## config.mk

```make
export PLATFORM = sky130hd
export DESIGN_NAME = fcs_regs
export DESIGN_NICKNAME = d
export VERILOG_FILES = /design/src/fcs_pkg.sv /design/src/fcs_combiner.sv /design/src/fcs_regs.sv
export SDC_FILE = /design/constraint.sdc
export NUM_CORES = 2
export LEC_CHECK = 0
export ABC_AREA = 1
export ABC_CLOCK_PERIOD_IN_PS = 24800
export BUFFER_PORTS_ARGS = -buffer_cell sky130_fd_sc_hd__buf_2
export CAP_MARGIN = 5
export CORE_ASPECT_RATIO = 0.75
export CORE_MARGIN = 4
export CORE_UTILIZATION = 40
export CTS_BUF_LIST = sky130_fd_sc_hd__clkbuf_8
export DETAILED_ROUTE_END_ITERATION = 10
export PLACE_DENSITY_LB_ADDON = 0.1
export SETUP_SLACK_MARGIN = 0.4
export SYNTH_ARGS = -nofsm -noshare
export SYNTH_HDL_FRONTEND = slang
export SYNTH_HIERARCHICAL = 1
export SYNTH_SLANG_ARGS = --single-unit
```

## constraint.sdc

```tcl
create_clock -name sys_clk -period 24.8 [get_ports sys_clk]
set_clock_uncertainty 0.15 [all_clocks]
set_input_delay 2.48 -clock sys_clk [delete_from_list [all_inputs] [get_ports sys_clk]]
set_output_delay 2.48 -clock sys_clk [all_outputs]
set_load 0.005 [all_outputs]
```

## src/fcs_pkg.sv

```systemverilog
// Purpose: constants and types for the frequency-command setup register bank
// Assumes: 16-bit word registers, word addresses as printed
// Notes:   numeric limits are held here so the bank and its checks share them
//
// What this block does
// current-input start/end frequency: 0..40000, split hi word at lower address
// current-input start pct 0..end pct; end pct start pct..100
// current-input start select: 0 external start frequency, 1 zero hertz
// bipolar-input start/end frequency: signed -40000..40000, hi/lo word pair
// bipolar-input start pct -100..end pct; end pct start pct..100
// accel and decel curve constants accept 1..10
// operand sources encode 0..7: operator, pot, voltage, current, comms, opt1, opt2, pulse
// operator: 0 add, 1 subtract second from first, 2 multiply
// offset frequency: unsigned 0..40000, hi/lo word pair
// offset sign: 00 adds offset, 01 subtracts offset
// extended s-curve accel ratios accept 0..50
// extended s-curve decel ratios accept 0..50
// curve shape encoding: 0 linear, 1 s, 2 u, 3 inverted u, 4 extended s
// reserved addresses in range never change any stored parameter
package fcs_pkg;
    localparam int ADDR_W = 16;
    localparam int DATA_W = 16;
    localparam int NREG   = 26;

    localparam logic [15:0] REG_RSVD        = 16'h1280;
    localparam logic [15:0] REG_CUR_SF_HI   = 16'h1281;
    localparam logic [15:0] REG_CUR_SF_LO   = 16'h1282;
    localparam logic [15:0] REG_CUR_EF_HI   = 16'h1283;
    localparam logic [15:0] REG_CUR_EF_LO   = 16'h1284;
    localparam logic [15:0] REG_CUR_SP      = 16'h1285;
    localparam logic [15:0] REG_CUR_EP      = 16'h1286;
    localparam logic [15:0] REG_CUR_SEL     = 16'h1287;
    localparam logic [15:0] REG_BIP_SF_HI   = 16'h128d;
    localparam logic [15:0] REG_BIP_SF_LO   = 16'h128e;
    localparam logic [15:0] REG_BIP_EF_HI   = 16'h128f;
    localparam logic [15:0] REG_BIP_EF_LO   = 16'h1290;
    localparam logic [15:0] REG_BIP_SP      = 16'h1291;
    localparam logic [15:0] REG_BIP_EP      = 16'h1292;
    localparam logic [15:0] REG_ACC_CONST   = 16'h12a5;
    localparam logic [15:0] REG_DEC_CONST   = 16'h12a6;
    localparam logic [15:0] REG_SRC_ONE     = 16'h12af;
    localparam logic [15:0] REG_SRC_TWO     = 16'h12b0;
    localparam logic [15:0] REG_OPERATOR    = 16'h12b1;
    localparam logic [15:0] REG_OFS_HI      = 16'h12b3;
    localparam logic [15:0] REG_OFS_LO      = 16'h12b4;
    localparam logic [15:0] REG_OFS_SIGN    = 16'h12b5;
    localparam logic [15:0] REG_ACC_R1      = 16'h12b9;
    localparam logic [15:0] REG_ACC_R2      = 16'h12ba;
    localparam logic [15:0] REG_DEC_R1      = 16'h12bb;
    localparam logic [15:0] REG_DEC_R2      = 16'h12bc;
    localparam logic [15:0] REG_RANGE_LAST  = 16'h1300;

    localparam logic signed [31:0] FREQ_MAX = 32'sd40000;
    localparam logic signed [31:0] FREQ_MIN_SIGNED = -32'sd40000;
    localparam logic signed [15:0] PCT_MAX  = 16'sd100;
    localparam logic signed [15:0] PCT_MIN_SIGNED = -16'sd100;
    localparam logic [15:0] CURVE_MIN  = 16'h0001;
    localparam logic [15:0] CURVE_MAX  = 16'h000a;
    localparam logic [15:0] SRC_MAX    = 16'h0007;
    localparam logic [15:0] OP_MAX     = 16'h0002;
    localparam logic [15:0] SEL_MAX    = 16'h0001;
    localparam logic [15:0] RATIO_MAX  = 16'h0032;
    localparam logic [15:0] SHAPE_MAX  = 16'h0004;

    // reset values: zero for most fields, 100 for the end percentages, 1 for the curve constants
    localparam logic [15:0] RST_ZERO   = 16'h0000;
    localparam logic [15:0] RST_PCT_HI = 16'h0064;
    localparam logic [15:0] RST_CURVE  = 16'h0001;

    typedef enum logic [2:0] {
        FCS_SRC_OPERATOR, FCS_SRC_POT, FCS_SRC_VOLT, FCS_SRC_CUR,
        FCS_SRC_COMMS, FCS_SRC_OPT1, FCS_SRC_OPT2, FCS_SRC_PULSE
    } fcs_src_t;

    typedef enum logic [1:0] {FCS_OP_ADD, FCS_OP_SUB, FCS_OP_MUL, FCS_OP_NONE} fcs_op_t;

    typedef enum logic [2:0] {
        FCS_SHAPE_LINEAR, FCS_SHAPE_S, FCS_SHAPE_U, FCS_SHAPE_INV_U, FCS_SHAPE_EXT_S
    } fcs_shape_t;

    typedef struct packed {
        logic [ADDR_W-1:0] addr;
        logic [DATA_W-1:0] wdata;
        logic              wr;
        logic              rd;
    } fcs_req_t;

    typedef struct packed {
        logic        [31:0] cur_start_freq;
        logic        [31:0] cur_end_freq;
        logic        [7:0]  cur_start_pct;
        logic        [7:0]  cur_end_pct;
        logic               cur_zero_below;
        logic signed [31:0] bip_start_freq;
        logic signed [31:0] bip_end_freq;
        logic signed [7:0]  bip_start_pct;
        logic signed [7:0]  bip_end_pct;
        logic        [3:0]  accel_const;
        logic        [3:0]  decel_const;
        fcs_src_t           src_one;
        fcs_src_t           src_two;
        fcs_op_t            oper;
        logic        [31:0] offset_freq;
        logic               offset_sub;
        logic        [5:0]  acc_ratio_one;
        logic        [5:0]  acc_ratio_two;
        logic        [5:0]  dec_ratio_one;
        logic        [5:0]  dec_ratio_two;
    } fcs_cfg_t;
endpackage

```

## src/fcs_combiner.sv

```systemverilog
// Purpose: combines two operand frequencies and the offset into a command
// Assumes: operands in 0.01 Hz units, signed 32 bit
// Notes:   multiply result is truncated to 32 bits
`timescale 1ns/10ps
`default_nettype none
module fcs_combiner
    import fcs_pkg::*;
(
    input  wire logic               sys_clk,
    input  wire logic               sys_rst,
    input  wire fcs_op_t            oper,
    input  wire logic               offset_sub,
    input  wire logic        [31:0] offset_freq,
    input  wire logic signed [31:0] operand_one,
    input  wire logic signed [31:0] operand_two,
    output logic signed      [31:0] freq_cmd
);
    wire logic signed [63:0] prod_full = operand_one * operand_two;
    wire logic signed [31:0] ofs_s     = $signed(offset_freq);
    logic signed [31:0] base;

    always_comb
    begin
        case (oper)
            FCS_OP_ADD: base = operand_one + operand_two;
            FCS_OP_SUB: base = operand_one - operand_two;
            FCS_OP_MUL: base = prod_full[31:0];
            default:    base = operand_one;
        endcase
    end

    wire logic signed [31:0] next_freq_cmd = offset_sub ? base - ofs_s : base + ofs_s;

    always_ff @(posedge sys_clk or posedge sys_rst)
    begin
        if (sys_rst)
            freq_cmd <= '0;
        else
            freq_cmd <= next_freq_cmd;
    end
endmodule
`default_nettype wire

```

## src/fcs_regs.sv

```systemverilog
// Purpose: frequency-command setup parameter register bank with operand combiner
// Assumes: word-addressed port, read data one cycle after read strobe
// Notes:   out-of-range writes are dropped whole, the old value stays
//
// Chosen here: the address-and-strobe port.
`timescale 1ns/10ps
`default_nettype none
module fcs_regs
    import fcs_pkg::*;
(
    input  wire logic               sys_clk,
    input  wire logic               sys_rst,
    input  wire logic [ADDR_W-1:0]  reg_addr,
    input  wire logic [DATA_W-1:0]  reg_wdata,
    input  wire logic               reg_wr,
    input  wire logic               reg_rd,
    input  wire logic signed [31:0] src_freq_in [8],
    output logic      [DATA_W-1:0]  reg_rdata,
    output logic                    wr_rejected,
    output fcs_cfg_t                cfg,
    output logic signed [31:0]      freq_cmd
);
    fcs_req_t req;
    assign req = '{addr: reg_addr, wdata: reg_wdata, wr: reg_wr, rd: reg_rd};

    localparam logic [15:0] MAP_ADDR [NREG] = '{
        REG_CUR_SF_HI, REG_CUR_SF_LO, REG_CUR_EF_HI, REG_CUR_EF_LO, REG_CUR_SP,
        REG_CUR_EP, REG_CUR_SEL, REG_BIP_SF_HI, REG_BIP_SF_LO, REG_BIP_EF_HI,
        REG_BIP_EF_LO, REG_BIP_SP, REG_BIP_EP, REG_ACC_CONST, REG_DEC_CONST,
        REG_SRC_ONE, REG_SRC_TWO, REG_OPERATOR, REG_OFS_HI, REG_OFS_LO,
        REG_OFS_SIGN, REG_ACC_R1, REG_ACC_R2, REG_DEC_R1, REG_DEC_R2, REG_RSVD};
    localparam int I_CSF_H = 0, I_CSF_L = 1, I_CEF_H = 2, I_CEF_L = 3, I_CSP = 4;
    localparam int I_CEP = 5, I_CSEL = 6, I_BSF_H = 7, I_BSF_L = 8, I_BEF_H = 9;
    localparam int I_BEF_L = 10, I_BSP = 11, I_BEP = 12, I_ACC = 13, I_DEC = 14;
    localparam int I_S1 = 15, I_S2 = 16, I_OP = 17, I_OF_H = 18, I_OF_L = 19;
    localparam int I_OSGN = 20, I_AR1 = 21, I_AR2 = 22, I_DR1 = 23, I_DR2 = 24;
    localparam int NSTORE = 25;

    logic [DATA_W-1:0] regs [NSTORE];
    logic [NREG-1:0]   hit;

    genvar g;
    generate
        for (g = 0; g < NREG; g++)
        begin : g_dec
            assign hit[g] = (req.addr == MAP_ADDR[g]);
        end
    endgenerate

    wire logic any_hit = |hit[NSTORE-1:0];

    // one-hot to index
    logic [4:0] idx;
    always_comb
    begin
        idx = '0;
        for (int i = 0; i < NSTORE; i++)
            if (hit[i])
                idx = 5'(i);
    end

    // candidate 32-bit values when one half of a pair is written
    wire logic [15:0] w = req.wdata;
    wire logic [31:0] cur_sf_new = hit[I_CSF_H] ? {w, regs[I_CSF_L]} : {regs[I_CSF_H], w};
    wire logic [31:0] cur_ef_new = hit[I_CEF_H] ? {w, regs[I_CEF_L]} : {regs[I_CEF_H], w};
    wire logic [31:0] bip_sf_new = hit[I_BSF_H] ? {w, regs[I_BSF_L]} : {regs[I_BSF_H], w};
    wire logic [31:0] bip_ef_new = hit[I_BEF_H] ? {w, regs[I_BEF_L]} : {regs[I_BEF_H], w};
    wire logic [31:0] ofs_new    = hit[I_OF_H] ? {w, regs[I_OF_L]} : {regs[I_OF_H], w};

    // hi word alone may transiently hold an odd pair; the check is on the joined value,
    // so software must write the half that keeps the pair legal first
    wire logic ok_u_freq = ($signed(cur_sf_new) >= 0) && ($signed(cur_sf_new) <= FREQ_MAX);
    wire logic ok_u_efrq = ($signed(cur_ef_new) >= 0) && ($signed(cur_ef_new) <= FREQ_MAX);
    wire logic ok_b_sf   = ($signed(bip_sf_new) >= FREQ_MIN_SIGNED) && ($signed(bip_sf_new) <= FREQ_MAX);
    wire logic ok_b_ef   = ($signed(bip_ef_new) >= FREQ_MIN_SIGNED) && ($signed(bip_ef_new) <= FREQ_MAX);
    wire logic ok_ofs    = ($signed(ofs_new) >= 0) && ($signed(ofs_new) <= FREQ_MAX);
    wire logic ok_csp    = ($signed(w) >= 0) && ($signed(w) <= $signed(regs[I_CEP]));
    wire logic ok_cep    = ($signed(w) >= $signed(regs[I_CSP])) && ($signed(w) <= PCT_MAX);
    wire logic ok_bsp    = ($signed(w) >= PCT_MIN_SIGNED) && ($signed(w) <= $signed(regs[I_BEP]));
    wire logic ok_bep    = ($signed(w) >= $signed(regs[I_BSP])) && ($signed(w) <= PCT_MAX);
    wire logic ok_curve  = (w >= CURVE_MIN) && (w <= CURVE_MAX);
    wire logic ok_ratio  = (w <= RATIO_MAX);

    logic ok;
    always_comb
    begin
        ok = 1'b0;
        if (hit[I_CSF_H] || hit[I_CSF_L])
            ok = ok_u_freq;
        else if (hit[I_CEF_H] || hit[I_CEF_L])
            ok = ok_u_efrq;
        else if (hit[I_BSF_H] || hit[I_BSF_L])
            ok = ok_b_sf;
        else if (hit[I_BEF_H] || hit[I_BEF_L])
            ok = ok_b_ef;
        else if (hit[I_OF_H] || hit[I_OF_L])
            ok = ok_ofs;
        else if (hit[I_CSP])
            ok = ok_csp;
        else if (hit[I_CEP])
            ok = ok_cep;
        else if (hit[I_BSP])
            ok = ok_bsp;
        else if (hit[I_BEP])
            ok = ok_bep;
        else if (hit[I_CSEL] || hit[I_OSGN])
            ok = (w <= SEL_MAX);
        else if (hit[I_ACC] || hit[I_DEC])
            ok = ok_curve;
        else if (hit[I_S1] || hit[I_S2])
            ok = (w <= SRC_MAX);
        else if (hit[I_OP])
            ok = (w <= OP_MAX);
        else if (hit[I_AR1] || hit[I_AR2] || hit[I_DR1] || hit[I_DR2])
            ok = ok_ratio;
    end

    // reserved and unmapped addresses never reach the store
    wire logic do_wr = req.wr && any_hit && ok;

    function automatic logic [15:0] rst_val(input int i);
        if (i == I_CEP || i == I_BEP)
            return RST_PCT_HI;
        if (i == I_ACC || i == I_DEC)
            return RST_CURVE;
        return RST_ZERO;
    endfunction

    generate
        for (g = 0; g < NSTORE; g++)
        begin : g_reg
            always_ff @(posedge sys_clk or posedge sys_rst)
            begin
                if (sys_rst)
                    regs[g] <= rst_val(g);
                else if (do_wr && hit[g])
                    regs[g] <= w;
            end
        end
    endgenerate

    // reads of reserved or unmapped words return zero
    wire logic [15:0] next_reg_rdata = (req.rd && any_hit) ? regs[idx] : RST_ZERO;
    wire logic        next_rejected  = req.wr && !do_wr;

    always_ff @(posedge sys_clk or posedge sys_rst)
    begin
        if (sys_rst)
        begin
            reg_rdata   <= '0;
            wr_rejected <= 1'b0;
        end
        else
        begin
            reg_rdata   <= next_reg_rdata;
            wr_rejected <= next_rejected;
        end
    end

    fcs_cfg_t next_cfg;
    always_comb
    begin
        next_cfg                = '0;
        next_cfg.cur_start_freq = {regs[I_CSF_H], regs[I_CSF_L]};
        next_cfg.cur_end_freq   = {regs[I_CEF_H], regs[I_CEF_L]};
        next_cfg.cur_start_pct  = regs[I_CSP][7:0];
        next_cfg.cur_end_pct    = regs[I_CEP][7:0];
        next_cfg.cur_zero_below = regs[I_CSEL][0];
        next_cfg.bip_start_freq = {regs[I_BSF_H], regs[I_BSF_L]};
        next_cfg.bip_end_freq   = {regs[I_BEF_H], regs[I_BEF_L]};
        next_cfg.bip_start_pct  = regs[I_BSP][7:0];
        next_cfg.bip_end_pct    = regs[I_BEP][7:0];
        next_cfg.accel_const    = regs[I_ACC][3:0];
        next_cfg.decel_const    = regs[I_DEC][3:0];
        next_cfg.src_one        = fcs_src_t'(regs[I_S1][2:0]);
        next_cfg.src_two        = fcs_src_t'(regs[I_S2][2:0]);
        next_cfg.oper           = fcs_op_t'(regs[I_OP][1:0]);
        next_cfg.offset_freq    = {regs[I_OF_H], regs[I_OF_L]};
        next_cfg.offset_sub     = regs[I_OSGN][0];
        next_cfg.acc_ratio_one  = regs[I_AR1][5:0];
        next_cfg.acc_ratio_two  = regs[I_AR2][5:0];
        next_cfg.dec_ratio_one  = regs[I_DR1][5:0];
        next_cfg.dec_ratio_two  = regs[I_DR2][5:0];
    end

    always_ff @(posedge sys_clk or posedge sys_rst)
    begin
        if (sys_rst)
            cfg <= '0;
        else
            cfg <= next_cfg;
    end

    // operand selection by source code
    wire logic signed [31:0] op_one = src_freq_in[cfg.src_one];
    wire logic signed [31:0] op_two = src_freq_in[cfg.src_two];

    fcs_combiner u_comb (
        .sys_clk     (sys_clk),
        .sys_rst     (sys_rst),
        .oper        (cfg.oper),
        .offset_sub  (cfg.offset_sub),
        .offset_freq (cfg.offset_freq),
        .operand_one (op_one),
        .operand_two (op_two),
        .freq_cmd    (freq_cmd)
    );

    // checks
    // a store change at the taking edge shows in cfg one edge later; a legal write just
    // before the reserved one may still ripple into the first edge, so skip that one
    a_rsvd_no_write: assert property (@(posedge sys_clk) disable iff (sys_rst)
        (req.wr && !any_hit) |=> ##1 $stable(cfg))
        else $error("reserved write changed a parameter");
    a_freq_range: assert property (@(posedge sys_clk) disable iff (sys_rst)
        (cfg.cur_start_freq <= FREQ_MAX) && (cfg.offset_freq <= FREQ_MAX))
        else $error("unsigned frequency out of range");
    a_bip_range: assert property (@(posedge sys_clk) disable iff (sys_rst)
        ($signed(cfg.bip_start_freq) >= FREQ_MIN_SIGNED) && ($signed(cfg.bip_end_freq) <= FREQ_MAX))
        else $error("bipolar frequency out of range");
    a_cur_pct_order: assert property (@(posedge sys_clk) disable iff (sys_rst)
        cfg.cur_start_pct <= cfg.cur_end_pct && cfg.cur_end_pct <= 8'd100)
        else $error("current pct order broken");
    a_bip_pct_order: assert property (@(posedge sys_clk) disable iff (sys_rst)
        cfg.bip_start_pct <= cfg.bip_end_pct && cfg.bip_start_pct >= -8'sd100)
        else $error("bipolar pct order broken");
    // cfg still shows its cleared value at the first edge after reset
    a_curve_const: assert property (@(posedge sys_clk) disable iff (sys_rst)
        !$past(sys_rst) |->
            cfg.accel_const >= CURVE_MIN && cfg.accel_const <= CURVE_MAX && cfg.decel_const >= CURVE_MIN)
        else $error("curve constant out of range");
    a_ratio_limit: assert property (@(posedge sys_clk) disable iff (sys_rst)
        cfg.acc_ratio_one <= 6'd50 && cfg.dec_ratio_two <= 6'd50)
        else $error("ratio out of range");
    a_oper_code: assert property (@(posedge sys_clk) disable iff (sys_rst)
        cfg.oper != FCS_OP_NONE)
        else $error("illegal operator code stored");
    a_write_lands: assert property (@(posedge sys_clk) disable iff (sys_rst)
        (req.wr && hit[I_CSEL] && w == 16'h0001) |=> ##1 cfg.cur_zero_below)
        else $error("start select write lost");
    a_read_empty: assert property (@(posedge sys_clk) disable iff (sys_rst)
        (req.rd && !any_hit) |=> reg_rdata == 16'h0000)
        else $error("reserved read not zero");

    c_ofs_sub: cover property (@(posedge sys_clk) do_wr && hit[I_OSGN] && w == 16'h0001);
    c_reject: cover property (@(posedge sys_clk) wr_rejected);
    c_mul: cover property (@(posedge sys_clk) cfg.oper == FCS_OP_MUL);
    c_rsvd_access: cover property (@(posedge sys_clk) req.wr && hit[NREG-1]);
endmodule
`default_nettype wire

```

# --- After elaboration in Yosys (flattened, before gate mapping) ---
# Index checks and enable logic that the tools add are counted.
# W data, S select, Z words.
totals:
  register_bits: 683
  inputBits: 292
  elab_cells: 217
  output_inout_bits: 283
op_classes:
  order_cmp: 26
  n_reduce_logical: 53
  bitwise_logic: 3
  eq_ne: 27
  mux: 55
  n_mul: 1
  n_addsub: 4
ops:
  columns: ["operator", "count"]
  rows:
  - ["$eq A16 B13 Y1 const B", 25]
  - ["$mux W32", 10]
  - ["$bmux W32 S3", 2]
  - ["$le A32 B17 Y1 const B", 5]
  - ["$mux W5", 23]
  - ["$ge A32 B1 Y1 const B", 3]
  - ["$pmux W32 S3", 1]
  - ["$bmux W16 S5", 1]
  - ["$add A32 B32 Y32", 2]
  - ["$ge A32 B17 Y1 const B", 2]
  - ["$sub A32 B32 Y32", 2]
  - ["$mux W16", 3]
  - ["$logic_and A1 B1 Y1", 39]
  - ["$ge A16 B1 Y1 const B", 2]
  - ["$ge A16 B16 Y1", 2]
  - ["$le A16 B16 Y1", 2]
  - ["$mul A32 B32 Y32", 1]
  - ["$reduce_or A25 Y1", 1]
  - ["$ge A16 B8 Y1 const B", 1]
  - ["$le A16 B1 Y1 const B", 1]
  - ["$le A16 B2 Y1 const B", 1]
  - ["$le A16 B3 Y1 const B", 1]
  - ["$le A16 B4 Y1 const B", 1]
  - ["$le A16 B6 Y1 const B", 1]
  - ["other kinds (11)", 37]

# --- Depth between registers and ports, before layout ---
logic_depth:
  depth_word: 30
  mapped_depth: 56
  ltp_nobuf: 52

# --- Hierarchy ---
# Netlist, hierarchy kept.
modules_own_cells:
  columns: ["module", "seq_area_each_um2", "area_per_inst_um2", "instances", "cells_each"]
  rows:
  - ["fcs_regs", 16300.6, 35791.8, 1, 4859]
  - ["fcs_combiner", 800.8, 23705.2, 1, 3384]

# --- Least setup slack after synthesis ---
# No wires, ideal clock.
synth_path:
  kind: "input to register"
  start: "input port src_freq_in[78] (netlist name)"
  end: "register u_comb.freq_cmd[31]"
  cell_stages: 50
  t_arrival_ns: 10.765
  setup_slack_ns: 13.772
  t_required_ns: 24.537
  cell_sequence: "inv_1 -> a21oi_1 -> o21ai_0 -> o21ai_0 -> nor2_1 -> a31oi_1 -> clkbuf_1 -> clkbuf_1 -> nand2_1 -> inv_1 -> fa_1 -> fa_1 -> inv_1 -> fa_1 -> inv_1 -> fa_1 -> inv_1 -> fa_1 -> (+14 left out) -> a21oi_1 -> o21bai_1 -> nor2_1 -> ha_1 -> inv_1 -> o21bai_1 -> nand2_1 -> nand2_1 -> a21oi_1 -> o21ai_0 -> a31oi_1 -> nand2_1 -> nand2_1 -> nand2_1 -> inv_1 -> nand2_1 -> nand2_1 -> inv_1"
synth_between:
  elab_chain_len: 7
synth_rtl:
  columns: ["item", "line_no", "source"]
  rows:
  - ["start: declaration", "fcs_regs.sv:17", "input wire logic signed [31:0] src_freq_in [8],"]
  - ["$bmux W32 S3 (*)", "fcs_regs.sv:196", "wire logic signed [31:0] op_two = src_freq_in[cfg.src_two];"]
  - ["$mux W32 (implied by the code) (*) (2 in a row)", "fcs_regs.sv:196", null]
  - ["via op_two[14]", "fcs_regs.sv:196", null]
  - ["$mul A32 B32 Y32, or another cell as far along", "fcs_combiner.sv:18", "wire logic signed [63:0] prod_full = operand_one * operand_two;"]
  - ["$pmux W32 S3 (*)", "fcs_combiner.sv:24", "case (oper)"]
  - ["$add A32 B32 Y32 or $sub A32 B32 Y32 (tied branches)", "fcs_combiner.sv:32", "wire logic signed [31:0] next_freq_cmd = offset_sub ? base - ofs_s : base + ofs_s;"]
  - ["$mux W32 (*)", "fcs_combiner.sv:32", null]
  - ["via u_comb.next_freq_cmd[31]", "fcs_combiner.sv:32", null]
  - ["end signal: assignment", "fcs_combiner.sv:39", "freq_cmd <= next_freq_cmd;"]
  - ["end: declaration", "fcs_combiner.sv:16", "output logic signed [31:0] freq_cmd"]
# Mark *: on every way through the listed nets, which the timed path passes. The rest lies on a longest branch. The select of a mux whose other input is x is not followed.
# A chain may end at the register's enable or synchronous reset.

# --- Worst setup path in the final report ---
layout_path:
  start: "register cfg[62] (netlist name)"
  end: "register u_comb.freq_cmd[31]"
layout_between:
  elab_chain_len: 8
layout_rtl:
  columns: ["item", "line_no", "source"]
  rows:
  - ["start: declaration", "fcs_regs.sv:20", "output fcs_cfg_t cfg,"]
  - ["start signal: assignment", "fcs_regs.sv:191", "cfg <= next_cfg;"]
  - ["$not A3 Y4 (implied by the code) (*)", "fcs_regs.sv:195", "wire logic signed [31:0] op_one = src_freq_in[cfg.src_one];"]
  - ["$bmux W32 S3 (*)", "fcs_regs.sv:195", null]
  - ["$mux W32 (implied by the code) (*) (2 in a row)", "fcs_regs.sv:195", null]
  - ["via op_one[26]", "fcs_regs.sv:195", null]
  - ["$mul A32 B32 Y32, or another cell as far along", "fcs_combiner.sv:18", null]
  - ["$pmux W32 S3 (*)", "fcs_combiner.sv:24", null]
  - ["$add A32 B32 Y32 or $sub A32 B32 Y32 (tied branches)", "fcs_combiner.sv:32", null]
  - ["$mux W32 (*)", "fcs_combiner.sv:32", null]
  - ["via u_comb.next_freq_cmd[31]", "fcs_combiner.sv:32", null]
# Marks and branches as above.

==> results.cfg <==
[synth]
synth_cell_type_count = 69
yosys.area.top_type = dfrtp_1
synth_nets = 9224
syn_area_um2 = 59500
yosys_register_bits = 683
synth_top_area_share_pct = 28.4
netlist_instances = 8243
yosys-top-cells-area = dfrtp_1 (28%), nand2_1 (14%), fa_1 (14%)
avgSynthCellArea_um2 = 7.22
seq_area_frac_synth_pct = 28.7
yosysWarnings = 6

[global_route]
grt_pass1_vias = 54600
grt_busiest_layer = met1
grt_pass1_wl_um = 381000
track_usage_pct = 33.2
use_met2_pct = 45.4
grt_antenna_before_repair = 31
overflow = 0
grt_start_max_net_pins = 142
grt_use_met3_pct = 10.0
globalRouteMet1Util_pct = 51.2

[finish]
drive_above_1_share_pct = 12.2
design_area_um2 = 66700
finish.net_count = 9580
finalNonFillerCells = 10700
syn2layout_area_growth_pct = 12.2

[floorplanning]
fp.dieW_um = 453
coreArea_um2 = 148000
die_h_um = 342
die_area_um2 = 155000
rows = 122
ios = 575
initial_core_util_pct = 40.3

[clock_network]
cts_tree = yes
clk_latency_ns = 0.84
cts_made_buffers = 106
cts_sinks = 683
clk_pin_slew_ns = 0.07
post_cts_buffers = 0
holdBufCountCts = 0
htreeDepth = 3
root_buffer = clkbuf_8
clk_path_buf_depth = 3
cts_resized = 0

[pwr]
fin_total_pwr_w = 0.00839
power_switching_w = 0.00466
p_int_w = 0.00372
comb_power_share_pct = 73.8
peakVddDrop_mv = 0.243
p_seq_share_pct = 13.7
clockPowerShare_pct = 12.4
p_sw_share_pct = 55.6
power.leakage_nw = 37.9
p_per_area_nw_per_um2 = 126

[routing]
wire_per_inst_um = 24.7
wl_um = 265000
ant_nets = 0
vias = 58100
routed_via_density = 5.43
drt_iter0_drc = 6924
drtPass1Iterations = 6
drc = 0

[place]
port_buffers = 574
routabilityCongestion = 1.02
dpl_cell_area_um2 = 64400
dp.cells = 10500
dpl.hpwl_um = 197000

[hold_path]
hold_class = register to register

[timing]
final.min_clock_period_ns = 12.94
fmax_mhz = 77.3
worst_pin_slew_ns = 1.37
period_share_pct = 52.2
max_slew_margin_pct = 8.56
rsz0062_at_grt = no
slew_violations = 0
setup_tns_ns = 0
setup_violations = 0
fin_hold_ws_ns = 0.244
hold_violations = 0

[critical_path]
cp_common_cell = nand2_1
path_max_fanout = 78
critical_path_class = register to register
crit_slowest_cell = a31oi_2
end_kind = register
cp.required_ns = 25.37
cp.buffers_inverters = 9
cp.arrival_ns = 13.50
crit_family = adder cells
crit_path_max_incr_delay_ns = 1.12
start_kind = register

[run]
maxCapViolCount = 0

[run_status]
status = finished, final reports clean
-- per-layer routing --
metal	share of wire (%)	routed length, um	vias up
li1	-	-	26400
met1	46	122000	28300
met2	40	105000	2999
met3	12	31600	326
met4	2.1	5500	6
met5	0.089	235	-
-- worst paths after layout --
kind,start,to,slack [ns],cells after the start
min in group asynchronous,sys_rst,u_comb/freq_cmd[3],1.67,3
max reg2reg,cfg[62],u_comb/freq_cmd[31],11.87,41
min,next_cfg[19],cfg[19],0.24,0
min reg2reg,next_cfg[19],cfg[19],0.24,0
max,cfg[62],u_comb/freq_cmd[31],11.87,41
max in group asynchronous,sys_rst,next_cfg[64],19.70,5
-- cells in the final DEF, fill, tap and decap left out, types with 279 or more instances in the layout --
| master | synthesis | routed |
|---|---|---|
| inv_1 | 1606 | 1632 |
| a21oi_1 | 324 | 323 |
| ha_1 | 279 | 279 |
| dfrtp_1 | 675 | 671 |
| o21ai_0 | 412 | 412 |
| nand4_1 | 311 | 311 |
| nand2_1 | 2264 | 2264 |
| fa_1 | 410 | 410 |
| buf_2 | 98 | 574 |
| nand3_1 | 438 | 436 |
| nor2_1 | 409 | 406 |
-- power groups by stage --
stage | combinational, W | clock, W | sequential (W)
after floorplan | 0.00396 | 0 | 0.00117
after global placement | 0.00605 | 0 | 0.00117
after detailed placement | 0.00600 | 0 | 0.00117
after CTS | 0.00603 | 0.00106 | 0.00115
after global routing | 0.00681 | 0.00111 | 0.00115
final | 0.00619 | 0.00104 | 0.00115
-- kinds of logic after synthesis --
group	Yosys count	share of synthesized area, %
flops	683	28.7
buf+inv	2085	13.7
xor+xnor	124	1.84
compound gates	1039	9.78
simple gates	3623	26.3
fa+ha+maj	689	19.7
-- cell usage after synthesis, drive strengths merged --
library cell,count
nor3,51
a31o,1
nor3b,5
o21ai,461
nand2,2275
a21boi,5
nor2,421
o221ai,6
o41ai,3
nand3,464
nand4,313
a31oi,83
ha,279
inv,1618
o2111ai,2
o21bai,13
nor2b,1
a41oi,1
nand3b,41
or2,13
buf,190
dfrtp,675
a21o,12
dfstp,8
xor2,74
o221a,3
or4,1
a221oi,3
o21a,10
clkinv,8
and2,2
nor4,35
fa,410
o211ai,77
o31ai,6
clkbuf,269
a211oi,9
a21oi,329
and3,1
a22oi,1
xnor2,50
o22ai,13
a2bb2oi,1
-- state kept, by name, summed over array words and instances (netlist names) --
name             flops
cfg                234
reg_rdata           16
wr_rejected          1
regs               166
next_cfg           234
u_comb/freq_cmd     32
-- layout make-up --
| type | instances | area (um2) |
|---|---|---|
| antenna | 22 | 55.1 |
| timing repair buffer | 707 | 3900 |
| inverter | 1626 | 6110 |
| multi-input combinational | 5475 | 34800 |
| tap | 1984 | 2480 |
| sequential | 683 | 17100 |
| fill | 15300 | 80900 |
| clock buffer | 130 | 1790 |
| clock inverter | 64 | 497 |
-- stage by stage --
stage / util, % / setup slack [ns]
floorplan: - / 3.94
global placement: 43.6 / 11.61
detailed placement: 43.6 / 11.67
CTS: 45.2 / 12.25
global route: 45.2 / 11.50
finish: 45.2 / 11.87
Power figures use the tool's default switching activity.
